==> config.mk <==
export PLATFORM = sky130hd
export DESIGN_NAME = general_io_port_logic
export DESIGN_NICKNAME = d
export VERILOG_FILES = /design/src/verilog/gpio_port_pkg.sv /design/src/verilog/pin_sync.sv /design/src/verilog/general_io_port_logic.sv
export SDC_FILE = /design/constraint.sdc
export NUM_CORES = 1
export LEC_CHECK = 0
export BUFFER_PORTS_ARGS = -buffer_cell sky130_fd_sc_hd__buf_2
export CAP_MARGIN = 20
export CORE_MARGIN = 3
export CORE_UTILIZATION = 55
export CTS_CLUSTER_DIAMETER = 30
export DETAILED_ROUTE_END_ITERATION = 16
export PLACE_DENSITY = 0.76
export SYNTH_ARGS = -nofsm -noshare
export SYNTH_HDL_FRONTEND = slang
export SYNTH_HIERARCHICAL = 1
export SYNTH_SLANG_ARGS = --single-unit
==> constraint.sdc <==
create_clock -name ref_clk -period 2.35 [get_ports ref_clk]
set_clock_uncertainty 0.15 [all_clocks]
set_input_delay 0.1175 -clock ref_clk [delete_from_list [all_inputs] [get_ports ref_clk]]
set_output_delay 0.1175 -clock ref_clk [all_outputs]
set_load 0.01 [all_outputs]
==> src/verilog/gpio_port_pkg.sv <==
package gpio_port_pkg;

    localparam int REG_W = 8;
    localparam int PA_W = 8;
    localparam int PB_W = 5;
    localparam int ADDR_W = 8;
    localparam int SYNC_STAGES = 2;
    localparam int STRENGTH_BIT = 0;

    // data-memory addresses of the port registers
    localparam logic [ADDR_W-1:0] ADDR_PORT_A_DATA = 8'h00;
    localparam logic [ADDR_W-1:0] ADDR_PORT_A_DIR = 8'h01;
    localparam logic [ADDR_W-1:0] ADDR_PORT_A_PU = 8'h02;
    localparam logic [ADDR_W-1:0] ADDR_PORT_A_WAKE = 8'h03;
    localparam logic [ADDR_W-1:0] ADDR_PORT_B_DATA = 8'h04;
    localparam logic [ADDR_W-1:0] ADDR_PORT_B_DIR = 8'h05;
    localparam logic [ADDR_W-1:0] ADDR_PORT_B_PU = 8'h06;
    localparam logic [ADDR_W-1:0] ADDR_PU_STRENGTH = 8'h07;
    localparam logic [ADDR_W-1:0] ADDR_DRIVE_LEVEL = 8'h08;

    localparam logic [PA_W-1:0] RST_PA_DATA = 8'hff;
    localparam logic [PA_W-1:0] RST_PA_DIR = 8'hff;
    localparam logic [PA_W-1:0] RST_PA_PU = 8'h00;
    localparam logic [PA_W-1:0] RST_PA_WAKE = 8'h00;
    localparam logic [PB_W-1:0] RST_PB_DATA = 5'h1f;
    localparam logic [PB_W-1:0] RST_PB_DIR = 5'h1f;
    localparam logic [PB_W-1:0] RST_PB_PU = 5'h00;
    localparam logic RST_STRENGTH = 1'b0;
    localparam logic [REG_W-1:0] RST_DRIVE_LEVEL = 8'h00;
    localparam logic [REG_W-1:0] READ_NONE = 8'h00;

    typedef struct packed {
        logic [PA_W-1:0] a_data_q;
        logic [PA_W-1:0] a_dir_q;
        logic [PA_W-1:0] a_pu_q;
        logic [PA_W-1:0] a_wake_q;
        logic [PB_W-1:0] b_data_q;
        logic [PB_W-1:0] b_dir_q;
        logic [PB_W-1:0] b_pu_q;
        logic strength_q;
        logic [REG_W-1:0] drive_q;
        logic [PA_W-1:0] a_prev_q;
        logic [REG_W-1:0] rdata_q;
        logic [PA_W-1:0] a_oe_q;
        logic [PA_W-1:0] a_pull_q;
        logic [PA_W-1:0] a_strong_q;
        logic [PB_W-1:0] b_oe_q;
        logic [PB_W-1:0] b_pull_q;
        logic [PB_W-1:0] b_strong_q;
        logic wake_q;
    } port_state_t;

    localparam port_state_t STATE_RST = '{
        a_data_q: RST_PA_DATA,
        a_dir_q: RST_PA_DIR,
        a_pu_q: RST_PA_PU,
        a_wake_q: RST_PA_WAKE,
        b_data_q: RST_PB_DATA,
        b_dir_q: RST_PB_DIR,
        b_pu_q: RST_PB_PU,
        strength_q: RST_STRENGTH,
        drive_q: RST_DRIVE_LEVEL,
        a_prev_q: 8'hff,
        rdata_q: READ_NONE,
        a_oe_q: 8'h00,
        a_pull_q: 8'h00,
        a_strong_q: 8'h00,
        b_oe_q: 5'h00,
        b_pull_q: 5'h00,
        b_strong_q: 5'h00,
        wake_q: 1'b0
    };

endpackage

==> src/verilog/pin_sync.sv <==
module pin_sync
    import gpio_port_pkg::*;
#(
    parameter int W = PA_W,
    parameter logic [W-1:0] INIT = '1
)
(
    input wire logic ref_clk,
    input wire logic nrst,
    input wire logic [W-1:0] pin_in,
    output logic [W-1:0] pin_sync_q
);

    typedef struct packed {
        logic [W-1:0] meta_q;
        logic [W-1:0] sync_q;
    } sync_state_t;

    sync_state_t q;
    sync_state_t d;

    // first stage feeds only the second stage
    always_comb
    begin
        d.meta_q = pin_in;
        d.sync_q = q.meta_q;
    end

    // reset to the idle level so no false edge follows reset
    always_ff @(posedge ref_clk or negedge nrst)
    begin
        if (!nrst)
            q <= '{meta_q: INIT, sync_q: INIT};
        else
            q <= d;
    end

    assign pin_sync_q = q.sync_q;

endmodule

==> src/verilog/general_io_port_logic.sv <==
module general_io_port_logic
    import gpio_port_pkg::*;
(
    input wire logic ref_clk,
    input wire logic nrst,
    input wire logic mem_wr,
    input wire logic mem_rd,
    input wire logic [ADDR_W-1:0] mem_addr,
    input wire logic [REG_W-1:0] mem_wdata,
    output logic [REG_W-1:0] mem_rdata,
    input wire logic cpu_idle,
    input wire logic wdt_rst,
    input wire logic [PA_W-1:0] func_gpio_a,
    input wire logic [PB_W-1:0] func_gpio_b,
    input wire logic [PA_W-1:0] pa_in,
    output logic [PA_W-1:0] pa_out,
    output logic [PA_W-1:0] pa_oe,
    output logic [PA_W-1:0] pa_pull_en,
    output logic [PA_W-1:0] pa_pull_strong,
    input wire logic [PB_W-1:0] pb_in,
    output logic [PB_W-1:0] pb_out,
    output logic [PB_W-1:0] pb_oe,
    output logic [PB_W-1:0] pb_pull_en,
    output logic [PB_W-1:0] pb_pull_strong,
    output logic [REG_W-1:0] drive_level,
    output logic wake_req
);

    port_state_t q;
    port_state_t n;
    logic [PA_W-1:0] a_sync;
    logic [PB_W-1:0] b_sync;

    ////////////////////////////////////////////////////////////////////////////
    // pin synchronisers

    pin_sync #(.W(PA_W), .INIT(RST_PA_DATA)) u_sync_a (
        .ref_clk(ref_clk),
        .nrst(nrst),
        .pin_in(pa_in),
        .pin_sync_q(a_sync)
    );

    pin_sync #(.W(PB_W), .INIT(RST_PB_DATA)) u_sync_b (
        .ref_clk(ref_clk),
        .nrst(nrst),
        .pin_in(pb_in),
        .pin_sync_q(b_sync)
    );

    ////////////////////////////////////////////////////////////////////////////
    // next state

    always_comb
    begin
        logic [PA_W-1:0] a_fall;
        logic [PA_W-1:0] a_armed;
        logic [PA_W-1:0] a_read;
        logic [PB_W-1:0] b_read;
        a_fall = q.a_prev_q & ~a_sync;
        a_armed = q.a_wake_q & q.a_dir_q & func_gpio_a & {PA_W{cpu_idle}};
        // inputs read the pin, outputs read the latch
        a_read = (q.a_dir_q & a_sync) | (~q.a_dir_q & q.a_data_q);
        b_read = (q.b_dir_q & b_sync) | (~q.b_dir_q & q.b_data_q);
        n = q;

        // watchdog in normal run restores reset values; in idle it leaves them
        if (wdt_rst && !cpu_idle)
        begin
            n.a_data_q = RST_PA_DATA;
            n.a_dir_q = RST_PA_DIR;
            n.a_pu_q = RST_PA_PU;
            n.a_wake_q = RST_PA_WAKE;
            n.b_data_q = RST_PB_DATA;
            n.b_dir_q = RST_PB_DIR;
            n.b_pu_q = RST_PB_PU;
            n.strength_q = RST_STRENGTH;
            n.drive_q = RST_DRIVE_LEVEL;
        end
        else if (mem_wr)
        begin
            if (mem_addr == ADDR_PORT_A_DATA)
                n.a_data_q = mem_wdata;
            else if (mem_addr == ADDR_PORT_A_DIR)
                n.a_dir_q = mem_wdata;
            else if (mem_addr == ADDR_PORT_A_PU)
                n.a_pu_q = mem_wdata;
            else if (mem_addr == ADDR_PORT_A_WAKE)
                n.a_wake_q = mem_wdata;
            else if (mem_addr == ADDR_PORT_B_DATA)
                n.b_data_q = mem_wdata[PB_W-1:0];
            else if (mem_addr == ADDR_PORT_B_DIR)
                n.b_dir_q = mem_wdata[PB_W-1:0];
            else if (mem_addr == ADDR_PORT_B_PU)
                n.b_pu_q = mem_wdata[PB_W-1:0];
            else if (mem_addr == ADDR_PU_STRENGTH)
                n.strength_q = mem_wdata[STRENGTH_BIT];
            else if (mem_addr == ADDR_DRIVE_LEVEL)
                n.drive_q = mem_wdata;
        end

        // read data is held until the next read
        if (mem_rd)
        begin
            if (mem_addr == ADDR_PORT_A_DATA)
                n.rdata_q = a_read;
            else if (mem_addr == ADDR_PORT_A_DIR)
                n.rdata_q = q.a_dir_q;
            else if (mem_addr == ADDR_PORT_A_PU)
                n.rdata_q = q.a_pu_q;
            else if (mem_addr == ADDR_PORT_A_WAKE)
                n.rdata_q = q.a_wake_q;
            else if (mem_addr == ADDR_PORT_B_DATA)
                n.rdata_q = {{(REG_W-PB_W){1'b0}}, b_read};
            else if (mem_addr == ADDR_PORT_B_DIR)
                n.rdata_q = {{(REG_W-PB_W){1'b0}}, q.b_dir_q};
            else if (mem_addr == ADDR_PORT_B_PU)
                n.rdata_q = {{(REG_W-PB_W){1'b0}}, q.b_pu_q};
            else if (mem_addr == ADDR_PU_STRENGTH)
                n.rdata_q = {{(REG_W-1){1'b0}}, q.strength_q};
            else if (mem_addr == ADDR_DRIVE_LEVEL)
                n.rdata_q = q.drive_q;
            else
                n.rdata_q = READ_NONE;
        end

        // one pulse however many pins fall in the same cycle
        n.wake_q = |(a_fall & a_armed);
        n.a_prev_q = a_sync;

        // pin-side outputs follow the new register values
        n.a_oe_q = ~n.a_dir_q;
        n.b_oe_q = ~n.b_dir_q;
        n.a_pull_q = n.a_pu_q & n.a_dir_q & func_gpio_a;
        n.b_pull_q = n.b_pu_q & n.b_dir_q & func_gpio_b;
        n.a_strong_q = n.a_pull_q & {PA_W{n.strength_q}};
        n.b_strong_q = n.b_pull_q & {PB_W{n.strength_q}};
    end

    always_ff @(posedge ref_clk or negedge nrst)
    begin
        if (!nrst)
            q <= STATE_RST;
        else
            q <= n;
    end

    ////////////////////////////////////////////////////////////////////////////
    // outputs

    assign mem_rdata = q.rdata_q;
    assign pa_out = q.a_data_q;
    assign pa_oe = q.a_oe_q;
    assign pa_pull_en = q.a_pull_q;
    assign pa_pull_strong = q.a_strong_q;
    assign pb_out = q.b_data_q;
    assign pb_oe = q.b_oe_q;
    assign pb_pull_en = q.b_pull_q;
    assign pb_pull_strong = q.b_strong_q;
    assign drive_level = q.drive_q;
    assign wake_req = q.wake_q;
endmodule

==> summary.txt, run 1 <==
Clock tree
  • H-tree depth: 4
  • Worst-path clk slew: 0.06 ns
  • CTS sink cnt: 138
  • Num CTS Buffers: 17
  • Max Buffers Root-to-Sink: 2
  • # resized after CTS: 0
  • Root Buffer: clkbuf_16
  • Worst skew pair latency: ~0.42 ns
  • CTS tree: built

Global route
  • Initial antenna violation count: 0
  • First-pass GRT wire length: 24.8 mm
  • Vias in the first global route: 4,583
  • All-Layer GR Usage: 25.5%
  • Total global routing overflow: 0
  • Largest net degree at the start of global routing: 139

Logic synthesis
  • Post-synth top area share: 31.5%
  • Ys Warns: 6
  • FF+latch count, synth: 138
  • Synthesized area: between 6000 and 7000 um2
  • Post-synth ARST share: 100%
  • Area leader, netlist: dfrtp_1
  • Sequential-to-total area share from yosys stat: 57.0%
  • Post-synth top flop: dfrtp_1
  • Area contributors post-synth: dfrtp_1 32%, dfstp_2 25%, buf_4 8.3%, mux2i_1 5.0%, nand2_1 2.5%
  • Number of synthesized flops with an enable pin: 0
  • Net Count, Synth: 601
  • Distinct cells, synth: between 50 and 60
  • Synthesized area per cell: approximately 11 um2
  • Cell count after synthesis: about 550

Drt
  • DRC: 0
  • Vias per cell: around 5.6
  • Initial drt markers: 401
  • DRT Pass-1 Iters: 5
  • Routed length per instance: 18.9 um
  • Routed wire length: 15.3 mm
  • Post-route ant nets: 0
  • Vias: 4,539

Floorplanning
  • Die X: 112 um
  • Core Area: 10,900 um2
  • Initial Utilization: 56.6%
  • I/O pin cnt: roughly 120
  • Placement row count: 38
  • Die Y-Extent: 112 um
  • Die ar.: 12,600 um2

Pwr
  • Static leakage: 3.66 nW
  • Max rail drop VDD: 0.573 mV
  • Pwr Density: 731 nW/um2

Critical path
  • Worst Setup Start Kind: primary input
  • Slowest stage delay, CP: 0.53 ns
  • Crit path max fanout: 8
  • Worst EP required: 2.51 ns
  • WP data arrival: around 2.4 ns
  • Setup CP Type: primary input to flip-flop
  • Slowest-stage cell, CP: or3b_2
  • Crit. End Element: flip-flop
  • CP cell instances: dlygate4sd3_1 > buf_2 > or3b_2 > nor3_4 > buf_4 > mux2i_1 > nand2_1 > and4_1

Timing
  • Pins over their slew limit: 0
  • Final hold viol count: 0
  • Period utilization: 95.5%
  • Hold WS: about 0.054 ns
  • Fmax: around 0.45 GHz
  • Minimum clock period: 2.24 ns
  • Final setup fails: 0
  • Worst Tran Pin Value: 0.772 ns
  • Slew margin rel.: 48.3%
  • RSZ-0062 raised after global routing: false

Status
  • Status: finished clean

Layout
  • # diodes: 0
  • Post-route cell area: 7540 um2
  • P&R area growth vs syn: 21.8%
  • Core Util, Final: 68.9%
  • Layout Nets: 705
  • Share of layout cells above drive strength 1: 37.5%

Placement
  • Number of I/O port buffers: 116
  • DP HPWL: 10.3 mm
  • GP Congestion: roughly 0.95
  • Placed Area: 6540 um2

Flow run
  • MaxCap Viol Count: 0

Worst hold path
  • Worst hold path class: primary input to flip-flop
worst paths after layout:
| path | from | endpoint | slack [ns] | cells past startpoint |
|---|---|---|---|---|
| worst max-delay path | mem_wr | pa_pull_strong[2]$_DFF_PN0_ | 0.11 | 8 |
| worst min-delay path | mem_addr[4] | mem_rdata[7]$_DFFE_PN0P_ | 0.05 | 5 |
| worst max register to register | q[70]$_DFF_PN1_ | mem_rdata[0]$_DFFE_PN0P_ | 0.34 | 6 |
| worst min register to register | u_sync_a/d[7]$_DFF_PN1_ | u_sync_a/pin_sync_q[7]$_DFF_PN1_ | 0.20 | 0 |
| max in group asynchronous | nrst | q[95]$_DFF_PN0_ | 1.34 | 3 |
| min in group asynchronous | nrst | pb_pull_en[1]$_DFF_PN0_ | 0.24 | 3 |
logic make-up after synthesis:
kind of cell	after synthesis	synth area share, %
AOI/OAI and AO/OA	90	9.89
buffers and inverters	116	11.2
DFF	138	57.0
muxes	41	6.96
and+or+nand+nor	168	14.9
synthesized netlist by cell type (all sizes together) (2+ instances only):
| master | instances |
|---|---|
| dfrtp | 78 |
| buf | 72 |
| dfstp | 60 |
| nand2 | 41 |
| mux2i | 34 |
| o21ai | 28 |
| nor2 | 25 |
| clkbuf | 24 |
| inv | 20 |
| nand3 | 20 |
| a21oi | 14 |
| a22o | 14 |
| nor2b | 13 |
| and2 | 11 |
| nor3 | 10 |
| nand4 | 9 |
| and3 | 8 |
| and4 | 7 |
| mux2 | 7 |
| a221o | 6 |
| nand2b | 6 |
| a2111oi | 5 |
| a31oi | 5 |
| nor4 | 4 |
| o211ai | 4 |
| and3b | 3 |
| a211oi | 2 |
| a21boi | 2 |
| nor3b | 2 |
| nor4b | 2 |
| o221ai | 2 |
| or2 | 2 |
worst max-delay path: cells and delay by family:
family	cells	cell delay, ns
buffers and inverters	3	0.93
multiplexers	1	0.21
AND/OR/NAND/NOR	4	1.14
per-stage QoR:
stage	total power, mW	cells	worst slack, ns	setup TNS [ns]
detailed placement	2.76	740	-0.0499	-0.0499
finish	5.51	810	0.107	0
global route	5.71	810	0.0115	0
CTS	5.55	810	0.132	0
floorplan	2.61	553	0.220	0
global placement	2.75	740	-0.0278	-0.0278
flip-flops by register name (all words and copies together) (netlist names):
signal,cells
q,43
drive_level,8
mem_rdata,8
pa_oe,8
pa_out,8
pa_pull_en,8
pa_pull_strong,8
u_sync_a/d,8
u_sync_a/pin_sync_q,8
pb_oe,5
pb_out,5
pb_pull_en,5
pb_pull_strong,5
u_sync_b/d,5
u_sync_b/pin_sync_q,5
wake_req,1
report_power, final:
part           internal [mW]  total (mW)  leakage (nW)  switching (mW)
combinational          0.124       0.310          1.63           0.186
clock                   1.80        2.74         0.310           0.941
sequential              2.44        2.46          1.72          0.0197
placed cells by master, fill, tap and decap left out, types with 3 or more instances in the layout:
cell and instances:
buf_2 115, dfrtp_1 78, dfstp_2 60, nand2_1 41
dlygate4sd3_1 38, mux2i_1 31, o21ai_0 28, buf_4 27
nor2_1 24, inv_1 20, nand3_1 20, clkbuf_16 17
a21oi_1 14, a22o_1 14, nor2b_1 13, and2_1 11
nand4_1 9, and3_1 8, nor3_1 8, mux2_2 7
and4_1 7, nand2b_1 6, a221o_1 6, a31oi_1 5
a2111oi_0 5, clkinv_2 5, clkbuf_8 5, o211ai_1 4
nor4_1 3, mux2i_2 3, and3b_1 3, bufinv_16 3
layout make-up:
| type | instances | area (um2) |
|---|---|---|
| Multi-Input combinational cell | 299 | 1960 |
| Fill cell | 802 | 3400 |
| Inverter | 20 | 75.1 |
| Timing Repair Buffer | 181 | 1180 |
| Tap cell | 140 | 175 |
| Clock inverter | 8 | 115 |
| Clock buffer | 24 | 502 |
| Sequential cell | 138 | 3530 |
timing repair:
item	4_1_cts	5_1_grt
hold buffers	38	0
endpoints found under the hold margin	160	0
setup buffers	0	0
routing by layer:
metal / wire (um) / vias to the layer above / track usage [%]
li1: - / 2076 / -
met3: 1260 / 28 / 6.85
met4: 325 / 0 / 7.85
met2: 7260 / 210 / 40.3
met1: 6420 / 2225 / 35.0
met5: 0 / - / 0
Note: power is estimated with default switching activity, not from simulation.
==> run 2, diff against run 1 <==
Settings changed: CORE_UTILIZATION 55 to 33, PLACE_DENSITY 0.76 to 0.49, SLEW_MARGIN set to 20.
==> summary.txt, run 2 (synthesis results as in run 1) <==
Status
  • Status: finished clean

Critical path
  • Reg2reg start: q[70]$_DFF_PN1_
  • WP data arrival: ~2.4 ns
  • Crit. End Element: flip-flop
  • Worst Setup Start Kind: primary input
  • Crit path max fanout: 8
  • Setup CP Type: primary input to flip-flop
  • Critical path origin: mem_wr
  • Worst EP required: 2.49 ns
  • Flop2flop setup slack: roughly 0.35 ns

Global route
  • First-pass GRT wire length: 26.8 mm
  • Initial antenna violation count: 0
  • All-Layer GR Usage: between 10% and 20%
  • Total global routing overflow: 0
  • Vias in the first global route: 4,550
  • Largest net degree at the start of global routing: 63

Clock tree
  • Worst-path clk slew: roughly 0.06 ns
  • Max Buffers Root-to-Sink: 2
  • H-tree depth: 4
  • Worst skew pair latency: 0.43 ns
  • CTS tree: built
  • Root Buffer: clkbuf_16
  • # resized after CTS: 0
  • CTS sink cnt: around 140
  • Num CTS Buffers: 17

Timing
  • Slew margin rel.: 46.0%
  • Worst Tran Pin Value: between 0.8 and 0.9 ns
  • Final hold viol count: 0
  • Period utilization: a little over nine tenths
  • Minimum clock period: 2.23 ns
  • Final setup fails: 0
  • RSZ-0062 raised after global routing: false
  • Fmax: ~0.45 GHz
  • Pins over their slew limit: 0

Drt
  • Post-route ant nets: 0
  • Routed wire length: 17.2 mm
  • Vias per cell: 4.93
  • Routed length per instance: roughly 19 um
  • Vias: around 4,500
  • DRC: 0
  • DRT Pass-1 Iters: 4
  • Initial drt markers: 270

Floorplanning
  • Placement row count: 49
  • Die ar.: around 20,000 um2
  • Core Area: 18,200 um2
  • Die X: 143 um
  • I/O pin cnt: 117
  • Die Y-Extent: 143 um
  • Initial Utilization: 34.0%

Pwr
  • Pwr Density: 705 nW/um2
  • Static leakage: 3.64 nW
  • Power Total: approximately 5.4 mW
  • Max rail drop VDD: 0.510 mV

Layout
  • Layout Nets: 709
  • # diodes: 0
  • Max reg flops: 43
  • Core Util, Final: 42.1%
  • P&R area growth vs syn: 23.8%
  • Multi-input gate area: about 2000 um2
  • Commonest non-fill, non-tap cell in the layout: buf_2
  • Most frequent cells in the layout: 115 x buf_2, 78 x dfrtp_1, 60 x dfstp_2
  • Reg with most FFs: q
  • FILL cells: roughly 1,700
  • Share of layout cells above drive strength 1: 38.1%
  • Storage element area: 3530 um2

Worst hold path
  • Worst hold path class: primary input to flip-flop
  • Worst Hold Launch: mem_wdata[0]

Placement
  • Number of I/O port buffers: 116
  • GP Congestion: 0.876
  • DP HPWL: 12.4 mm

Flow run
  • MaxCap Viol Count: 0
## run 2: final timing paths
check	cells after the start	end
max	7	pa_pull_en[3]$_DFF_PN0_
min	3	q[80]$_DFFE_PN0P_
max reg2reg	6	mem_rdata[0]$_DFFE_PN0P_
min reg2reg	0	u_sync_a/pin_sync_q[5]$_DFF_PN1_
max in group asynchronous	3	u_sync_b/pin_sync_q[0]$_DFF_PN1_
min in group asynchronous	2	pa_pull_strong[5]$_DFF_PN0_
## run 2: area by class of cell
class                   instances  share of cell area (%)
well taps                     229                    3.74
multi-input cells             299                    25.6
repair buffers                185                    16.0
inverters                      20                   0.980
clock inverters                12                    1.63
clock buffers                  20                    5.96
flip-flops and latches        138                    46.1
## run 2: layer usage
| metal | GRT usage (%) | vias to the layer above | part of all wire [%] |
|---|---|---|---|
| met5 | 0 | - | 0 |
| met1 | 24.8 | 2200 | 47 |
| met2 | 25.5 | 140 | 46 |
| met3 | 4.45 | 22 | 5.3 |
| met4 | 6.75 | 0 | 2.1 |
| li1 | - | 2088 | - |
## run 2: worst max-delay path, stage by stage
cell	delay (ns)
dlygate4sd3_1	0.53
buf_2	0.20
or3b_2	0.53
nor3_4	0.26
mux2_2	0.37
nor2_1	0.24
nor3_1	0.11
## run 2: stage by stage
| stage | cells | TNS (ns) | hold WS, ns | area (um2) | setup WS [ns] |
|---|---|---|---|---|---|
| floorplan | 553 | 0 | -0.328 | 6190 | 0.220 |
| global placement | 834 | 0 | -0.0414 | 6710 | 0.0288 |
| detailed placement | 834 | -0.116 | -0.0346 | 6710 | -0.0699 |
| CTS | 903 | 0 | 0.00831 | 7660 | 0.146 |
| global route | 903 | 0 | 0.00467 | 7660 | 0.0140 |
| finish | 903 | 0 | 0.0231 | 7660 | 0.119 |
## run 2: what timing repair did
action                                  in CTS  in global routing
endpoints found under the hold margin      175                  0
buffers inserted                             0                  0
endpoints found under the setup margin       0                  0
hold buffers                                37                  0
## run 2: where the power goes
| part | switching, mW | internal [mW] |
|---|---|---|
| combinational | 0.196 | 0.127 |
| clock | 1.01 | 1.61 |
| sequential | 0.0195 | 2.44 |
| total | 1.22 | 4.17 |
